## config.mk

```make
export PLATFORM = sky130hd
export DESIGN_NAME = unknown_frame_forward_config
export DESIGN_NICKNAME = d
export VERILOG_FILES = /design/src/unknown_frame_forward_pkg.sv /design/src/unknown_frame_forward_config.sv
export VERILOG_INCLUDE_DIRS = /design/src
export SDC_FILE = /design/constraint.sdc
export NUM_CORES = 1
export LEC_CHECK = 0
export BUFFER_PORTS_ARGS = -buffer_cell sky130_fd_sc_hd__clkbuf_2
export CAP_MARGIN = 10
export CELL_PAD_IN_SITES_DETAIL_PLACEMENT = 1
export CELL_PAD_IN_SITES_GLOBAL_PLACEMENT = 2
export CORE_ASPECT_RATIO = 0.9
export CORE_MARGIN = 3
export CORE_UTILIZATION = 28
export CTS_CLUSTER_SIZE = 30
export DETAILED_ROUTE_END_ITERATION = 8
export HOLD_SLACK_MARGIN = 0.15
export PLACE_DENSITY_LB_ADDON = 0.1
export SYNTH_ARGS = -nofsm -noshare
export SYNTH_HDL_FRONTEND = slang
export SYNTH_SLANG_ARGS = --single-unit
```

## constraint.sdc

```tcl
create_clock -name clock -period 3.6 [get_ports clock]
set_input_delay 0.54 -clock clock [delete_from_list [all_inputs] [get_ports clock]]
set_output_delay 0.54 -clock clock [all_outputs]
set_load 0.03 [all_outputs]
```

## src/unknown_frame_forward_regs.svh

```systemverilog
`ifndef UNKNOWN_FRAME_FORWARD_REGS_SVH
`define UNKNOWN_FRAME_FORWARD_REGS_SVH

////////////////////////////////////////////////////////////////
// register indexes, byte address is index times four
`define IDX_UMC      8'h84
`define IDX_UVID     8'h85
`define IDX_SELF     8'h86
`define IDX_RATE     8'h87
`define ADDR_W       12

////////////////////////////////////////////////////////////////
// field positions
`define EN_BIT       5
`define SELF_BIT     6
`define QUEUE_BIT    3
`define TAGSEL_BIT   2
`define PER_LSB      4
`define PER_MSB      5
`define MAP_LSB      0
`define MAP_MSB      4
`define HI_LSB       6
`define HI_MSB       7

////////////////////////////////////////////////////////////////
// reset values, fixed read values, map mask and period codes
`define MAP_RST      5'h00
`define MAP_MASK     5'h17
`define PER_RST      2'h1
`define UMC_HI_RO    2'h1
`define PER_16       2'h0
`define PER_64       2'h1

////////////////////////////////////////////////////////////////
// timing
`define CLK_KHZ      25000
`define PER16_MS     16
`define PER64_MS     64
`define PER256_MS    256
`define CNT_W        24

`endif
```

## src/unknown_frame_forward_pkg.sv

```systemverilog
package unknown_frame_forward_pkg;

  // frame classified by lookup, waiting for its port map
  typedef struct packed {
    logic       valid;
    logic       unk_mcast;
    logic       ip_mcast;
    logic       unk_vid;
    logic       unk_ip_mcast;
    logic [4:0] lookup_map;
  } fwd_req_t;

  typedef struct packed {
    logic       valid;
    logic       drop;
    logic [4:0] map;
  } fwd_res_t;

  // frame at an egress port
  typedef struct packed {
    logic        valid;
    logic [47:0] da;
  } egr_req_t;

  // tag decision request from an egress port
  typedef struct packed {
    logic       valid;
    logic [1:0] src;
    logic [3:0] sel_map;
    logic       base_ins;
  } tag_req_t;

  typedef struct packed {
    logic        umc_en;
    logic [4:0]  umc_map;
    logic        uvid_en;
    logic [4:0]  uvid_map;
    logic        self_en;
    logic        uipm_en;
    logic [4:0]  uipm_map;
    logic [1:0]  per;
    logic        queue_lim;
    logic        tag_sel;
    logic [23:0] cnt;
    logic        tick;
    logic [31:0] rdata;
    fwd_res_t    fwd;
    logic        self_valid;
    logic        self_drop;
    logic        tag_valid;
    logic        tag_ins;
  } state_t;

endpackage

```

## src/unknown_frame_forward_config.sv

```systemverilog
// Register access over APB was decided locally.
`timescale 1ns/1ps
`include "unknown_frame_forward_regs.svh"
module unknown_frame_forward_config
  import unknown_frame_forward_pkg::*;
#(
  parameter int unsigned CYC_16MS  = `PER16_MS * `CLK_KHZ,
  parameter int unsigned CYC_64MS  = `PER64_MS * `CLK_KHZ,
  parameter int unsigned CYC_256MS = `PER256_MS * `CLK_KHZ
) (
  // clock and reset
  input  wire logic                clock,
  input  wire logic                arst_n,
  // apb slave
  input  wire logic                psel,
  input  wire logic                penable,
  input  wire logic                pwrite,
  input  wire logic [`ADDR_W-1:0]  paddr,
  input  wire logic [31:0]         pwdata,
  input  wire logic [3:0]          pstrb,
  output logic                     pready,
  output logic                     pslverr,
  output logic [31:0]              prdata,
  // forwarding decision
  input  wire fwd_req_t            fwd_req,
  output fwd_res_t                 fwd_res,
  // egress self-address filter
  input  wire egr_req_t            egr_req,
  input  wire logic [47:0]         self_mac,
  output logic                     self_valid,
  output logic                     self_drop,
  // egress tag insertion
  input  wire tag_req_t            tag_req,
  output logic                     tag_valid,
  output logic                     tag_insert,
  // rate limiting
  output logic                     rate_tick,
  output logic                     queue_limit_en
);

  ////////////////////////////////////////////////////////////////
  // helpers

  function automatic logic reg_hit(
    input logic [`ADDR_W-1:0] a,
    input logic [7:0]         idx
  );
    return a == {2'h0, idx, 2'h0};
  endfunction

  // bit 3 of a register port map is reserved and never forwards; the lookup map passes through unmasked
  function automatic logic [4:0] port_map(input logic [4:0] f);
    return f & `MAP_MASK;
  endfunction

  function automatic logic [23:0] per_cyc(input logic [1:0] p);
    logic [23:0] c;
    c = 24'(CYC_256MS);
    case (p)
      `PER_16: c = 24'(CYC_16MS);
      `PER_64: c = 24'(CYC_64MS);
      default: c = 24'(CYC_256MS);
    endcase
    return c;
  endfunction

  ////////////////////////////////////////////////////////////////
  // reset release

  logic [1:0] rst_sync_q;
  logic       rst_n;

  always_ff @(posedge clock or negedge arst_n) begin
    if (!arst_n) begin
      rst_sync_q <= 2'h0;
    end else begin
      rst_sync_q <= {rst_sync_q[0], 1'b1};
    end
  end

  assign rst_n = rst_sync_q[1];

  ////////////////////////////////////////////////////////////////
  // register bus

  state_t q;
  state_t d;
  logic   hit_umc;
  logic   hit_uvid;
  logic   hit_self;
  logic   hit_rate;
  logic   hit;
  logic   wr;
  logic   setup_rd;
  logic [31:0] rd_word;

  assign hit_umc  = reg_hit(paddr, `IDX_UMC);
  assign hit_uvid = reg_hit(paddr, `IDX_UVID);
  assign hit_self = reg_hit(paddr, `IDX_SELF);
  assign hit_rate = reg_hit(paddr, `IDX_RATE);
  assign hit      = hit_umc | hit_uvid | hit_self | hit_rate;
  assign wr       = psel & penable & pwrite & pstrb[0] & hit;
  assign setup_rd = psel & ~penable & ~pwrite;

  // no wait states, unmapped access answers with an error
  assign pready  = 1'b1;
  assign pslverr = psel & penable & ~hit;
  assign prdata  = q.rdata;

  always_comb begin
    rd_word = 32'h0;
    if (hit_umc) begin
      rd_word[`HI_MSB:`HI_LSB]   = `UMC_HI_RO;
      rd_word[`EN_BIT]           = q.umc_en;
      rd_word[`MAP_MSB:`MAP_LSB] = q.umc_map;
    end
    if (hit_uvid) begin
      rd_word[`EN_BIT]           = q.uvid_en;
      rd_word[`MAP_MSB:`MAP_LSB] = q.uvid_map;
    end
    if (hit_self) begin
      rd_word[`SELF_BIT]         = q.self_en;
      rd_word[`EN_BIT]           = q.uipm_en;
      rd_word[`MAP_MSB:`MAP_LSB] = q.uipm_map;
    end
    if (hit_rate) begin
      rd_word[`PER_MSB:`PER_LSB] = q.per;
      rd_word[`QUEUE_BIT]        = q.queue_lim;
      rd_word[`TAGSEL_BIT]       = q.tag_sel;
    end
  end

  ////////////////////////////////////////////////////////////////
  // next state

  always_comb begin
    d = q;
    d.tick = 1'b0;
    if (setup_rd) begin
      d.rdata = rd_word;
    end
    if (wr && hit_umc) begin
      d.umc_en  = pwdata[`EN_BIT];
      d.umc_map = port_map(pwdata[`MAP_MSB:`MAP_LSB]);
    end
    if (wr && hit_uvid) begin
      d.uvid_en  = pwdata[`EN_BIT];
      d.uvid_map = port_map(pwdata[`MAP_MSB:`MAP_LSB]);
    end
    if (wr && hit_self) begin
      d.self_en  = pwdata[`SELF_BIT];
      d.uipm_en  = pwdata[`EN_BIT];
      d.uipm_map = port_map(pwdata[`MAP_MSB:`MAP_LSB]);
    end
    if (wr && hit_rate) begin
      d.per       = pwdata[`PER_MSB:`PER_LSB];
      d.queue_lim = pwdata[`QUEUE_BIT];
      d.tag_sel   = pwdata[`TAGSEL_BIT];
    end

    // unit period timer restarts whenever the period changes
    if (wr && hit_rate) begin
      d.cnt = '0;
    end else if (q.cnt >= per_cyc(q.per) - 24'h1) begin
      d.cnt  = '0;
      d.tick = 1'b1;
    end else begin
      d.cnt = q.cnt + 24'h1;
    end

    // port map choice; unknown VLAN outranks the address classes
    d.fwd.valid = fwd_req.valid;
    d.fwd.map   = fwd_req.lookup_map;
    if (fwd_req.unk_vid) begin
      if (q.uvid_en) begin
        d.fwd.map = q.uvid_map;
      end
    end else if (fwd_req.unk_ip_mcast) begin
      if (q.uipm_en) begin
        d.fwd.map = q.uipm_map;
      end
    end else if (fwd_req.unk_mcast && !fwd_req.ip_mcast) begin
      if (q.umc_en) begin
        d.fwd.map = q.umc_map;
      end
    end
    // otherwise the lookup result stands
    d.fwd.drop = fwd_req.valid && (d.fwd.map == `MAP_RST);

    // egress compare against own address
    d.self_valid = egr_req.valid;
    d.self_drop  = egr_req.valid && q.self_en
                   && (egr_req.da == self_mac);

    // tag insertion choice
    d.tag_valid = tag_req.valid;
    if (q.tag_sel) begin
      d.tag_ins = tag_req.valid
                  && tag_req.sel_map[tag_req.src];
    end else begin
      d.tag_ins = tag_req.valid && tag_req.base_ins;
    end
  end

  always_ff @(posedge clock or negedge rst_n) begin
    if (!rst_n) begin
      q           <= '0;
      q.umc_map   <= `MAP_RST;
      q.uvid_map  <= `MAP_RST;
      q.uipm_map  <= `MAP_RST;
      q.per       <= `PER_RST;
    end else begin
      q <= d;
    end
  end

  ////////////////////////////////////////////////////////////////
  // outputs

  assign fwd_res        = q.fwd;
  assign self_valid     = q.self_valid;
  assign self_drop      = q.self_drop;
  assign tag_valid      = q.tag_valid;
  assign tag_insert     = q.tag_ins;
  assign rate_tick      = q.tick;
  assign queue_limit_en = q.queue_lim;

  ////////////////////////////////////////////////////////////////
  // checks

  logic [23:0] gap_q;
  logic        per_chg_q;

  // cycles since last tick, and whether the period moved meanwhile
  always_ff @(posedge clock or negedge rst_n) begin
    if (!rst_n) begin
      gap_q     <= 24'h0;
      per_chg_q <= 1'b0;
    end else begin
      gap_q <= rate_tick ? 24'h1 : gap_q + 24'h1;
      if (wr && hit_rate) begin
        per_chg_q <= 1'b1;
      end else if (rate_tick) begin
        per_chg_q <= 1'b0;
      end
    end
  end
endmodule

```

==> results.toml <==
[global_route]
grtUsageTotal = 0.1473
gr-total-overflow = 0
grt_pass1_wl_um = 18960
grt_pass1_vias = 3700
grt_start_max_net_pins = 40
antenna_found_initial = 0

[synthesis]
synth-edff-count = 0
synth_cell_types = 58
synth-seq-cells = 65
synth_most_common_cell = "dfrtp_1"
yosys.area.top_type = "dfrtp_1"
ys_seq_area_frac = 0.3834
synth_top_cell_area_share = 0.3772
syn_area_per_cell_um2 = 10.18
yosysWarnings = 0
synthFlopType = "dfrtp_1"
syn_inst = 417
synthArstFlopShare = 1.000
ys_top_cells_by_area = "dfrtp_1, xor2_1, buf_4"
syn_area_mm2 = 0.004245
ys_top_cells_by_count = "dfrtp_1, buf_4, xor2_1, nand2_1, xnor2_1"

[place]
dp_worst_setup_slack_ps = 532.1
port_buffers = 160
dpl.hpwl_um = 10180
place.gp.congestion = 0.7577
placed_cell_area_mm2 = 0.005036

[detailed_routing]
drt_pass1_iterations = 4
drc = 0
drt-total-wl_um = 12280
drt_iter0_markers = 56
wl_per_cell_um = 16.00
drtAntennaViolNets = 0
vias_per_cell = 4.585
vias = 3517

[clocking]
cts_setup_buffers = 0
cts_resized = 0
htreeDepth = 3
worstSkewPairLatency_ps = 340
cts_sinks = 65
clk_pin_slew_ps = 60
cts_buffers = 9
clockBufferDepth = 2
cts-root-buf = "clkbuf_16"
cts_tree = "done"

[power]
irDropWorstVdd_mv = 0.2345
p_leak_nw = 2.626
powerDensity_mw_per_mm2 = 362.0

[timing]
finalWorstPathRequiredPeriod_ps = 3017
hold_slack_ps = 321.7
tns_ps = 0
finalHoldViolations = 0
min_period_over_period = 0.8382
worst-slew-pin-transition_ps = 873.2
fmax_mhz = 331.4
skew_ps = 5.283
maxSlewViolCount = 0
rsz0062_at_grt = "no"
setup_viol = 0
max_slew_margin = 0.4179
final.setup.worst_slack_ps = 582.6

[floorplan]
die_w_um = 135.8
die_h_um = 122.8
rows = 42
start_util = 0.2875
io_pins = 215
die_area_mm2 = 0.01668
coreArea_mm2 = 0.01477

[worst_hold_path]
min-delay-start = "fwd_req[9]"
hp-class = "input pin to register"
hold-path-endpoint = "fwd_res[6]"
min_path_cells = 1

[status]
outcome = "finished clean"

[setup_path]
start_kind = "register"
criticalPathCategory = "register to register"
critPathRequiredTime_ps = 3860
r2r_start = "q[71]"
path_max_fanout = 23
reg2regPathDepth = 9
end_kind = "register"
r2r-end = "q[53]"
cp.arrival_ps = 3270
reg2reg_setup_slack_ps = 580

[final_layout]
layout.nets = 747
n_antenna_cell = 0
final_util = 0.3613
design_area_mm2 = 0.005335
drive_gt1_frac = 0.3884
area_growth_pct = 25.67

[flow_run]
cap_violations = 0
==> cell families after synthesis <==
group / Yosys count / share of synthesized area
XOR/XNOR: 63 / 0.1300
adder cells (fa/ha/maj): 15 / 0.04421
other: 2 / 0.001769
buffers and inverters: 64 / 0.09638
flip-flops: 65 / 0.3834
AO/OA/AOI/OAI: 40 / 0.06720
AND/OR/NAND/NOR: 137 / 0.1866
multiplexers: 31 / 0.09048
==> cell usage in the layout, fill, tap and decap left out, drive strengths merged, types with 15 or more instances in the layout <==
| master | n |
|---|---|
| conb | 27 |
| ha | 15 |
| nor2 | 31 |
| xnor2 | 24 |
| clkbuf | 171 |
| mux2 | 19 |
| xor2 | 39 |
| dfrtp | 64 |
| nand2 | 25 |
==> through the flow <==
stage               total power, mW  instances
floorplan                    0.9850        442
global placement              1.078        750
detailed placement            1.084        750
CTS                           1.969        767
global route                  2.022        767
finish                        1.931        767
==> what timing repair did <==
action | in CTS | in global routing
hold buffers | 1 | 0
hold endpoints to repair | 2 | 0
endpoints found under the setup margin | 0 | 0
==> state kept, by name, summed over array words and instances (netlist names) <==
name            count
tag_insert          1
tag_valid           1
prdata              7
queue_limit_en      1
self_drop           1
q                  43
self_valid          1
fwd_res             7
rst_sync_q          2
rate_tick           1
==> worst max-delay path: stages (launching register included) <==
cell	delay [ps]
dfrtp_1	430
inv_1	230
nand2_1	190
inv_1	90
ha_1	210
and3_2	200
a221o_1	340
a2111oi_4	470
nand4_4	520
nor2_1	240
==> power breakdown <==
part | internal (mW) | switching (mW) | total, mW
clock | 0.535 | 0.328 | 0.862
combinational | 0.119 | 0.148 | 0.266
sequential | 0.764 | 0.0387 | 0.803
==> metal layers <==
layer / global-route usage / vias to the layer above / routed length, um
met5: 0 / - / 0
li1: - / 1698 / -
met4: 0.05793 / 0 / 232
met1: 0.1751 / 1672 / 5163
met2: 0.2488 / 133 / 5935
met3: 0.04672 / 14 / 944
==> worst max-delay path by stage <==
stage / startpoint / to / slack (ps) / depth (start not counted)
final: q[71] / q[53] / 580 / 9
after global placement: q[71] / q[52] / 610 / 9
after detailed placement: q[71] / q[53] / 530 / 9
after global routing: q[71] / q[53] / 330 / 9
after CTS: q[71] / q[62] / 520 / 9
after floorplan: q[71] / q[61] / 1190 / 10
==> layout make-up <==
cell class | instances | area (um2)
repair buffers | 162 | 818.3
inverters | 13 | 48.80
clock inverters | 5 | 56.30
fillers | 1744 | 9432
flip-flops and latches | 65 | 1629
well taps | 198 | 247.7
multi-input cells | 313 | 2302
clock buffers | 11 | 232.7
Note: power is estimated with default switching activity, not from simulation.
